[src/inc/timer16_pkg.sv]
package timer16_pkg;
	localparam int          CNT_W       = 16;
	localparam logic [15:0] CNT_BOTTOM  = 16'h0000;
	localparam logic [15:0] CNT_MAX     = 16'hFFFF;
	localparam logic [15:0] CNT_RESET   = 16'h0000;
	localparam logic [15:0] CMP_RESET   = 16'h0000;
	localparam logic [3:0]  WAVE_NORMAL = 4'h0;
	localparam logic [3:0]  WAVE_PC8    = 4'h1;
	localparam logic [3:0]  WAVE_PC9    = 4'h2;
	localparam logic [3:0]  WAVE_PC10   = 4'h3;
	localparam logic [3:0]  WAVE_CLR_A  = 4'h4;
	localparam logic [3:0]  WAVE_PFC_I  = 4'h8;
	localparam logic [3:0]  WAVE_PFC_A  = 4'h9;
	localparam logic [3:0]  WAVE_PC_I   = 4'hA;
	localparam logic [3:0]  WAVE_PC_A   = 4'hB;
	localparam logic [3:0]  WAVE_CLR_I  = 4'hC;
	localparam logic [1:0]  ACT_NONE    = 2'h0;
	localparam logic [1:0]  ACT_TOGGLE  = 2'h1;
	localparam logic [1:0]  ACT_CLEAR   = 2'h2;
	localparam logic [1:0]  ACT_SET     = 2'h3;

	typedef struct packed {
		logic [15:0] value;
		logic [1:0]  action;
		logic        force_strobe;
	} channel_cfg_t;

	typedef struct packed {
		logic [3:0]  sync;
		logic        down;
		logic [15:0] count;
		logic [15:0] cmp_a;
		logic [15:0] cmp_b;
		logic [1:0]  act_a;
		logic [1:0]  act_b;
		logic        pin_a;
		logic        pin_b;
		logic        ovf;
		logic        flag_a;
		logic        flag_b;
		logic        match_a;
		logic        match_b;
	} timer_state_t;
endpackage

[src/timer16.sv]
`timescale 1ns/100ps
// Operation
// - action zero leaves the compare pin untouched at a match.
// - new action setting applies from the first match after the write.
// - force strobe applies the action at once in non-pwm modes.
// - waveform select sets counting; action only drives pins.
// - non-pwm: set, clear, toggle; pwm: inverted or non-inverted.
// - normal mode counts up and is never cleared by a match.
// - normal mode wraps 0xffff to 0x0000.
// - overflow flag set in the tick the counter wraps to zero in normal mode, or turns at bottom in pwm modes; never in clear-on-match modes.
// - counting only sets overflow; service acknowledge clears it.
// - counter write accepted at any time in normal mode.
// - clear-on-match mode clears at compare a (4) or capture (12).
// - phase-correct bottom holds low, top holds high, inverted opposite.
// - mode 9 with channel a action 1 toggles pin a, 50% duty.
// - synchronous apart from the asynchronous active-low reset; the tick is a clock enable.
// - double-buffered modes load compare from buffer at update point.
module timer16 (
	input  wire logic                        clk,
	input  wire logic                        rst_n,
	input  wire logic                        timer_tick,
	input  wire logic [3:0]                  waveform_select,
	input  wire timer16_pkg::channel_cfg_t   chan_a_cfg,
	input  wire timer16_pkg::channel_cfg_t   chan_b_cfg,
	input  wire logic [15:0]                 capture_value,
	input  wire logic                        counter_write,
	input  wire logic [15:0]                 counter_wdata,
	input  wire logic                        overflow_ack,
	input  wire logic                        flag_a_ack,
	input  wire logic                        flag_b_ack,
	output logic [15:0]                      counter_value,
	output logic                             overflow_flag,
	output logic                             compare_flag_a,
	output logic                             compare_flag_b,
	output logic                             channel_a_output_pin,
	output logic                             compare_output_pin_b
);
	timer16_pkg::timer_state_t s_reg;
	timer16_pkg::timer_state_t s_next;
	logic [15:0] top;
	logic        pwm;
	logic        buffered;
	logic        upd_bottom;
	logic        tick;
	logic        ovf_set;

	// pin action in non-pwm modes; zero means hold
	function automatic logic act_pin(input logic [1:0] act, input logic cur);
		case (act)
			timer16_pkg::ACT_TOGGLE: act_pin = ~cur;
			timer16_pkg::ACT_CLEAR:  act_pin = 1'b0;
			timer16_pkg::ACT_SET:    act_pin = 1'b1;
			default:                 act_pin = cur;
		endcase
	endfunction

	// phase-correct pwm level; up-match clears, down-match sets when non-inverted
	function automatic logic pwm_pin(input logic [1:0] act, input logic cur,
			input logic down, input logic [15:0] cmp, input logic [15:0] tp);
		logic lvl;
		lvl = down;
		if (cmp == timer16_pkg::CNT_BOTTOM)
			lvl = 1'b0;
		else if (cmp == tp)
			lvl = 1'b1;
		case (act)
			timer16_pkg::ACT_CLEAR: pwm_pin = lvl;
			timer16_pkg::ACT_SET:   pwm_pin = ~lvl;
			default:                pwm_pin = cur;
		endcase
	endfunction

	// mode decode; action never enters here, so counting ignores it
	always_comb begin
		pwm        = 1'b1;
		buffered   = 1'b1;
		upd_bottom = 1'b0;
		case (waveform_select)
			timer16_pkg::WAVE_PC8:   top = 16'h00FF;
			timer16_pkg::WAVE_PC9:   top = 16'h01FF;
			timer16_pkg::WAVE_PC10:  top = 16'h03FF;
			timer16_pkg::WAVE_PFC_I: begin
				top = capture_value;
				upd_bottom = 1'b1;
			end
			timer16_pkg::WAVE_PFC_A: begin
				top = s_reg.cmp_a;
				upd_bottom = 1'b1;
			end
			timer16_pkg::WAVE_PC_I:  top = capture_value;
			timer16_pkg::WAVE_PC_A:  top = s_reg.cmp_a;
			timer16_pkg::WAVE_CLR_A: begin
				top = s_reg.cmp_a;
				pwm = 1'b0;
				buffered = 1'b0;
			end
			timer16_pkg::WAVE_CLR_I: begin
				top = capture_value;
				pwm = 1'b0;
				buffered = 1'b0;
			end
			default: begin
				top = timer16_pkg::CNT_MAX;
				pwm = 1'b0;
				buffered = 1'b0;
			end
		endcase
	end

	// tick pin is a clock enable sync[3] holds the filtered level, so a
	// long high pin gives one tick only, where a bare stage edge could count twice
	assign tick = s_reg.sync[2] & s_reg.sync[1] & ~s_reg.sync[3];

	always_comb begin
		s_next      = s_reg;
		ovf_set     = 1'b0;
		// three-stage chain; the level moves only once stages two and three agree
		s_next.sync[2:0] = {s_reg.sync[1:0], timer_tick};
		if (s_reg.sync[2] == s_reg.sync[1])
			s_next.sync[3] = s_reg.sync[2];
		// flag raised on the tick that finds the counter equal to compare
		if (tick && s_reg.count == s_reg.cmp_a)
			s_next.flag_a = 1'b1;
		else if (flag_a_ack)
			s_next.flag_a = 1'b0;
		if (tick && s_reg.count == s_reg.cmp_b)
			s_next.flag_b = 1'b1;
		else if (flag_b_ack)
			s_next.flag_b = 1'b0;
		if (tick) begin
			s_next.match_a = (s_reg.count == s_reg.cmp_a);
			s_next.match_b = (s_reg.count == s_reg.cmp_b);
			// counter sequence
			if (!pwm) begin
				if (s_reg.count == top && waveform_select != timer16_pkg::WAVE_NORMAL)
					s_next.count = timer16_pkg::CNT_BOTTOM;
				else
					s_next.count = s_reg.count + 16'h0001;
				if (s_next.count == timer16_pkg::CNT_BOTTOM
						&& waveform_select == timer16_pkg::WAVE_NORMAL) begin
					s_next.ovf = 1'b1;
					ovf_set    = 1'b1;
				end
			end else begin
				if (!s_reg.down && s_reg.count >= top) begin
					s_next.down  = 1'b1;
					s_next.count = top - 16'h0001;
				end else if (s_reg.down && s_reg.count == timer16_pkg::CNT_BOTTOM) begin
					s_next.down  = 1'b0;
					s_next.count = 16'h0001;
					s_next.ovf   = 1'b1;
					ovf_set      = 1'b1;
				end else begin
					s_next.count = s_reg.down ? s_reg.count - 16'h0001
						: s_reg.count + 16'h0001;
				end
			end
			// buffered compare update at top or bottom
			if (pwm && ((upd_bottom && s_reg.down && s_reg.count == timer16_pkg::CNT_BOTTOM)
					|| (!upd_bottom && !s_reg.down && s_reg.count >= top))) begin
				s_next.cmp_a = chan_a_cfg.value;
				s_next.cmp_b = chan_b_cfg.value;
			end
			// setting standing at the match is used, so a new one acts from the
			// first match after it is written, never at the write itself
			if (s_reg.count == s_reg.cmp_a) begin
				s_next.act_a = chan_a_cfg.action;
				if (!pwm)
					s_next.pin_a = act_pin(chan_a_cfg.action, s_reg.pin_a);
				else if (waveform_select == timer16_pkg::WAVE_PFC_A
						&& chan_a_cfg.action == timer16_pkg::ACT_TOGGLE)
					s_next.pin_a = ~s_reg.pin_a;
				else
					s_next.pin_a = pwm_pin(chan_a_cfg.action, s_reg.pin_a, s_reg.down,
						s_reg.cmp_a, top);
			end
			if (s_reg.count == s_reg.cmp_b) begin
				s_next.act_b = chan_b_cfg.action;
				if (!pwm)
					s_next.pin_b = act_pin(chan_b_cfg.action, s_reg.pin_b);
				else
					s_next.pin_b = pwm_pin(chan_b_cfg.action, s_reg.pin_b, s_reg.down,
						s_reg.cmp_b, top);
			end
		end
		// unbuffered modes follow the written compare directly
		if (!buffered) begin
			s_next.cmp_a = chan_a_cfg.value;
			s_next.cmp_b = chan_b_cfg.value;
		end
		// forced match: immediate, no flag, no clear
		if (!pwm && chan_a_cfg.force_strobe) begin
			s_next.pin_a = act_pin(chan_a_cfg.action, s_reg.pin_a);
			s_next.act_a = chan_a_cfg.action;
		end
		if (!pwm && chan_b_cfg.force_strobe) begin
			s_next.pin_b = act_pin(chan_b_cfg.action, s_reg.pin_b);
			s_next.act_b = chan_b_cfg.action;
		end
		// software write of the counter wins over counting
		if (counter_write)
			s_next.count = counter_wdata;
		// overflow clear loses to a same-cycle set
		if (overflow_ack && !ovf_set)
			s_next.ovf = 1'b0;
	end

	// single state register
	always_ff @(posedge clk or negedge rst_n) begin
		if (!rst_n) begin
			s_reg       <= '0;
			s_reg.count <= timer16_pkg::CNT_RESET;
			s_reg.cmp_a <= timer16_pkg::CMP_RESET;
			s_reg.cmp_b <= timer16_pkg::CMP_RESET;
		end else begin
			s_reg <= s_next;
		end
	end

	assign counter_value        = s_reg.count;
	assign overflow_flag        = s_reg.ovf;
	assign compare_flag_a       = s_reg.flag_a;
	assign compare_flag_b       = s_reg.flag_b;
	assign channel_a_output_pin = s_reg.pin_a;
	assign compare_output_pin_b = s_reg.pin_b;

	a_normal_wrap: assert property (@(posedge clk) disable iff (!rst_n)
		(tick && waveform_select == timer16_pkg::WAVE_NORMAL && !counter_write
		&& s_reg.count == timer16_pkg::CNT_MAX) |=> (counter_value == 16'h0000 && overflow_flag))
		else $error("normal mode wrap or overflow wrong");
	a_ovf_sticky: assert property (@(posedge clk) disable iff (!rst_n)
		(overflow_flag && !overflow_ack) |=> overflow_flag)
		else $error("overflow flag lost");
	a_match_clear: assert property (@(posedge clk) disable iff (!rst_n)
		(tick && waveform_select == timer16_pkg::WAVE_CLR_A && !counter_write
		&& s_reg.count == s_reg.cmp_a) |=> counter_value == 16'h0000)
		else $error("clear on match did not clear");
	a_flag_a_set: assert property (@(posedge clk) disable iff (!rst_n)
		(tick && s_reg.count == s_reg.cmp_a) |=> compare_flag_a)
		else $error("compare flag a not set");
	a_action_none: assert property (@(posedge clk) disable iff (!rst_n)
		(!pwm && chan_a_cfg.action == timer16_pkg::ACT_NONE && !chan_a_cfg.force_strobe)
		|=> $stable(channel_a_output_pin))
		else $error("pin a moved with no action");
	a_force_set: assert property (@(posedge clk) disable iff (!rst_n)
		(!pwm && chan_a_cfg.force_strobe && chan_a_cfg.action == timer16_pkg::ACT_SET)
		|=> channel_a_output_pin)
		else $error("force did not set pin a");
	a_cnt_write: assert property (@(posedge clk) disable iff (!rst_n)
		counter_write |=> counter_value == $past(counter_wdata))
		else $error("counter write lost");
	a_normal_up: assert property (@(posedge clk) disable iff (!rst_n)
		(tick && waveform_select == timer16_pkg::WAVE_NORMAL && !counter_write)
		|=> counter_value == $past(s_reg.count) + 16'h0001)
		else $error("normal mode did not increment");
	c_ovf: cover property (@(posedge clk) disable iff (!rst_n) $rose(overflow_flag));
	c_clear_match: cover property (@(posedge clk) disable iff (!rst_n)
		waveform_select == timer16_pkg::WAVE_CLR_A && $rose(compare_flag_a));
	c_pwm_down: cover property (@(posedge clk) disable iff (!rst_n) $rose(s_reg.down));
	c_match_b: cover property (@(posedge clk) disable iff (!rst_n) $rose(s_reg.match_b));
endmodule

[config.mk]
export PLATFORM = sky130hd
export DESIGN_NAME = timer16
export DESIGN_NICKNAME = d
export VERILOG_FILES = /design/src/inc/timer16_pkg.sv /design/src/timer16.sv
export SDC_FILE = /design/constraint.sdc
export NUM_CORES = 1
export LEC_CHECK = 0
export BUFFER_PORTS_ARGS = -buffer_cell sky130_fd_sc_hd__buf_2
export CAP_MARGIN = 0
export CORE_ASPECT_RATIO = 1.75
export CORE_MARGIN = 3
export CORE_UTILIZATION = 36
export DETAILED_ROUTE_END_ITERATION = 6
export PLACE_DENSITY = 0.64
export SLEW_MARGIN = 5
export SYNTH_ARGS = -nofsm -noshare
export SYNTH_HDL_FRONTEND = slang
export SYNTH_SLANG_ARGS = --single-unit
[constraint.sdc]
create_clock -name clk -period 4.4 [get_ports clk]
set_input_delay 0.88 -clock clk [delete_from_list [all_inputs] [get_ports clk]]
set_output_delay 0.88 -clock clk [all_outputs]
set_load 0.01 [all_outputs]
# Word level (Yosys, flattened, before mapping)
# Cells that the tools add are included.
[word_totals]
ff_bits = 58
in_bits = 81
out_inout_bits = 21
wordCells = 147
[classes]
addsub = 3
order_cmp = 1
eq_ne = 27
n_mux = 53
bitwise = 7
reduce_logical = 45
[op_table]
columns = ["op", "n"]
rows = [
  ["$mux W16", 7],
  ["$eq A16 B16 Y1", 5],
  ["$pmux W16 S5", 1],
  ["$logic_not A16 Y1", 4],
  ["$mux W32", 2],
  ["$mux W55", 1],
  ["$mux W1", 35],
  ["$sub A16 B1 Y16 const B", 2],
  ["$eq A4 B4 Y1 const B", 5],
  ["$reduce_bool A2 Y1", 9],
  ["$mux W17", 1],
  ["$add A16 B1 Y16 const B", 1],
  ["$ge A16 B16 Y1", 1],
  ["$logic_and A1 B1 Y1", 15],
  ["$reduce_and A3 Y1", 3],
  ["$eq A2 B2 Y1 const B", 4],
  ["$eq A4 B2 Y1 const B", 2],
  ["$reduce_or A7 Y1", 1],
  ["$pmux W1 S3", 2],
  ["$reduce_or A3 Y1", 2],
  ["$ne A5 B1 Y1 const B", 1],
  ["$not A1 Y1", 5],
  ["$eq A2 B1 Y1 const B", 2],
  ["$eq A4 B1 Y1 const B", 1],
  ["17 further kinds", 24],
]

# Logic depth before layout (Yosys ltp)
[depth]
depth_word = 17
ltp_mapped = 16
mapped_depth_nobuf = 13

# Worst setup path before layout
# OpenSTA, ideal clock, no wires.
[synth_timing]
path_kind = "input -> register"
from = "in waveform_select[0]"
to = "reg s_reg[14] (netlist name)"
setup_time_ns = 0.125
arrival_ns = 4.225
required_ns = 4.275
path_slack_ns = 0.050
stages = 15
path_buffers = 4
cell_sequence = "buf_2 -> buf_2 -> buf_2 -> mux2i_1 -> o21ai_0 -> nor2_1 -> ha_1 -> nand4_1 -> nor4_1 -> o21ai_0 -> a31oi_1 -> mux2i_1 -> o21ai_2 -> buf_2 -> mux2_2"
[synth_via]
elab_chain_cells = 10
word_cells_on_any_way = 28
cone_classes = "1 x order compare; 11 x eq/ne; 4 x mux; 12 x reduce/logical"
[synth_lines]
columns = ["element", "line", "text"]
rows = [
  ["from (decl)", "timer16.sv:22", "input wire logic [3:0] waveform_select,"],
  ["branches (longest 10 deep; another with $ge A16 B16 Y1)", "-", ""],
  ["to (signal assigned)", "timer16.sv:216", "s_reg <= s_next;"],
  ["to (decl)", "timer16.sv:38", "timer16_pkg::timer_state_t s_reg;"],
]
# Several ways; the timed one is not identified.
# A chain may end at the register's enable or synchronous reset.

# Final worst setup path
[layout_timing]
from = "in waveform_select[1]"
to = "reg s_reg[23] (netlist name)"
# The elaborated chain is that of the path after synthesis.

==> flow_metrics.tcl <==
set metrics [dict create \
    seq_area_mm2 0.001451 \
    p_leak_nw 3.159 \
    ys_seq_area_share_pct 23.18 \
    slew_headroom_pct 38.19 \
    drtPass1Iterations 6 \
    syn_inst 823 \
    grt_pass1_wl_um 38240 \
    drc_errors 0 \
    cts-root-buf "clkbuf_16" \
    syn-num-nets 924 \
    cts.sinks 58 \
    detail-route-antenna-nets 0 \
    ctsResizeCount 0 \
    die_h_um 180.5 \
    crit_type "primary input to flop" \
    max_stage_delay_ps 530 \
    worst-path-max-fanout 25 \
    portBuffers 101 \
    overflow 0 \
    wl_per_cell_um 22.02 \
    yosysMostFrequentCell "nand2_1" \
    grt_pass1_vias 6900 \
    synth_area_mm2 0.006261 \
    insertedDiodeCount 0 \
    die_area_mm2 0.01907 \
    postSynthAreaPerCell_um2 7.608 \
    synth_seq_cells 58 \
    yosys.area.top_type_share_pct 23.18 \
    fill_cells 1815 \
    row_count 63 \
    nets 1015 \
    ys_top_cells_by_count "nand2_1, a21oi_1, nor2_1, o21ai_0, dfrtp_1" \
    cp-start-kind "primary input" \
    largest_register_ffs 35 \
    synthFlopType "dfrtp_1" \
    worst-path-buf-inv 3 \
    max_clock_freq_mhz 242.8 \
    rsz0062_at_grt "false" \
    ir_worst_vdd_mv 0.1790 \
    first_iter_violations 444 \
    postLayoutCellArea_mm2 0.007457 \
    critPathCaptureType "flop" \
    multiInputGateArea_mm2 0.004315 \
    globalplace.congestion 1.021 \
    maxCapViolCount 0 \
    power_density_mw_per_mm2 330.2 \
    antenna_found_initial 0 \
    cp_top_family "simple AND/OR/NAND/NOR gates" \
    vias_per_cell 5.957 \
    fin_crit_ps 4118 \
    synthArstFlopShare_pct 100.0 \
    placed_area_mm2 0.007138 \
    cts_tree "yes" \
    synth_edf_count 0 \
    post-cts-setup-buffers 0 \
    worstMarginPinSlew_ps 927.1 \
    synth_area_leader_cell "dfrtp_1" \
    finClkSkew_ps 12.50 \
    start_util_pct 36.77 \
    finalWirelength_um 25240 \
    clk_latency_ps 350 \
    numCtsBuffers 9 \
    clk_pin_slew_ps 50 \
    p_total_mw 2.463 \
    yosysUniqueCellTypes 72 \
    htree_levels 3 \
    finalSetupViolCount 0 \
    core_mm2 0.01703 \
    worstPathRequired_ps 4630 \
    hold_viol_final 0 \
    slew_violations 0 \
    grt_start_max_net_pins 44 \
    cts.path.max_buffers 2 \
    crit_arrival_ps 4340 \
    yosysWarnings 0 \
    yosys-top-cells-area "dfrtp_1, xnor2_1, a21oi_1" \
    dp_hpwl_um 19860 \
    boundaryPins 102 \
    final_util_pct 43.80 \
    crit_chain "buf_2, or3_1, nand3_1, a21oi_1, ha_1, nand4_1, nor4_1, o21ai_0, a31oi_1, buf_4, mux2i_1, o21ai_4, buf_12, mux2_2" \
    cp_slowest_cell "or3_1" \
    grt_usage_pct 26.14 \
    die_w_um 105.7 \
    period_share_pct 93.59 \
    status "complete, no violations" \
    vias 6827 \
    area_delta_synth_final_pct 19.10 \
    drive_gt1_share_pct 23.72 \
    hold_class "flop to flop" \
    cts_hold_buf 0 \
]
[cell families (layout without fill, tap and decap cells)]
group,count (synthesis),in the layout,share of synthesized area [%]
AO/OA/AOI/OAI,234,234,23.96
XOR/XNOR,72,72,10.07
adder cells (fa/ha/maj),20,20,3.997
buffers and inverters,109,205,8.013
flip-flops,58,58,23.18
multiplexers,46,46,7.934
AND/OR/NAND/NOR,284,284,22.84
[layout by cell type, fill, tap and decap left out, types with 5 or more instances in the layout]
cell type    n
or3_1        9
nand2_1     72
nor3_1      33
nor4_1      13
o221ai_1     6
dfrtp_1     58
ha_1        20
mux2_2      28
a22oi_1      6
buf_4       54
and3_1       5
mux2i_1     17
o22ai_1     20
buf_2      101
o21ai_0     59
xnor2_1     46
nand4_1     16
or2_2        5
inv_1       29
a21oi_1     64
a221oi_1     6
a31oi_1     12
nand2b_1    15
nor2b_1      8
nand3_1     26
xor2_1      26
clkbuf_16    9
nor2_1      59
o32ai_1      5
[path summary, 6_finish.rpt]
kind                                    start  slack (ps)  cells after the start         end
hold / removal                     s_next[61]         340                      0  s_next[62]
setup / recovery           waveform_select[1]         280                     14   s_reg[23]
max in group asynchronous               rst_n        2840                      2   s_reg[23]
hold reg to reg                    s_next[61]         340                      0  s_next[62]
setup reg to reg                    s_reg[32]         830                     14   s_reg[23]
min in group asynchronous               rst_n         660                      1   s_reg[39]
[layer usage]
layer / track usage (%) / routed length (um) / up-vias / share of wire, %
met5: 0 / 0 / - / 0
met3: 3.693 / 1297 / 140 / 5.1
li1: - / - / 3167 / -
met4: 23.65 / 2624 / 0 / 10
met2: 46.65 / 12960 / 316 / 51
met1: 25.48 / 8352 / 3204 / 33
[cell type report]
class | instances | area share [%]
Inverter | 31 | 1.560
Clock inverter | 7 | 1.258
Tap cell | 227 | 3.809
Multi-Input combinational cell | 656 | 57.87
Clock buffer | 9 | 3.020
Timing Repair Buffer | 158 | 13.02
Sequential cell | 58 | 19.46
[metrics by stage]
step	setup WS, ps	setup TNS [ps]	instances	hold WS (ps)
3_5_place_dp	-7.314	-25.82	1130	335.8
6_report	281.8	0	1146	344.2
2_1_floorplan	50.46	0	823	331.2
4_1_cts	322.2	0	1146	347.8
5_1_grt	105.3	0	1146	354.5
3_3_place_gp	8.678	0	1130	333.6
[report_power, final]
part | total [mW] | leakage [nW] | switching [mW] | internal, mW
sequential | 0.767 | 0.694 | 0.170 | 0.597
combinational | 0.923 | 2.31 | 0.524 | 0.399
clock | 0.772 | 0.151 | 0.278 | 0.494
total | 2.46 | 3.16 | 0.973 | 1.49
[worst reg2reg max path: cells and delay by family (launching register included)]
family	cells	cell delay [ps]
AOI/OAI and AO/OA	5	970
DFF	1	540
adders and majority gates	1	310
muxes	3	730
buffers and inverters	3	490
and+or+nand+nor	2	410
No activity file was read; power rests on OpenSTA's default activity.
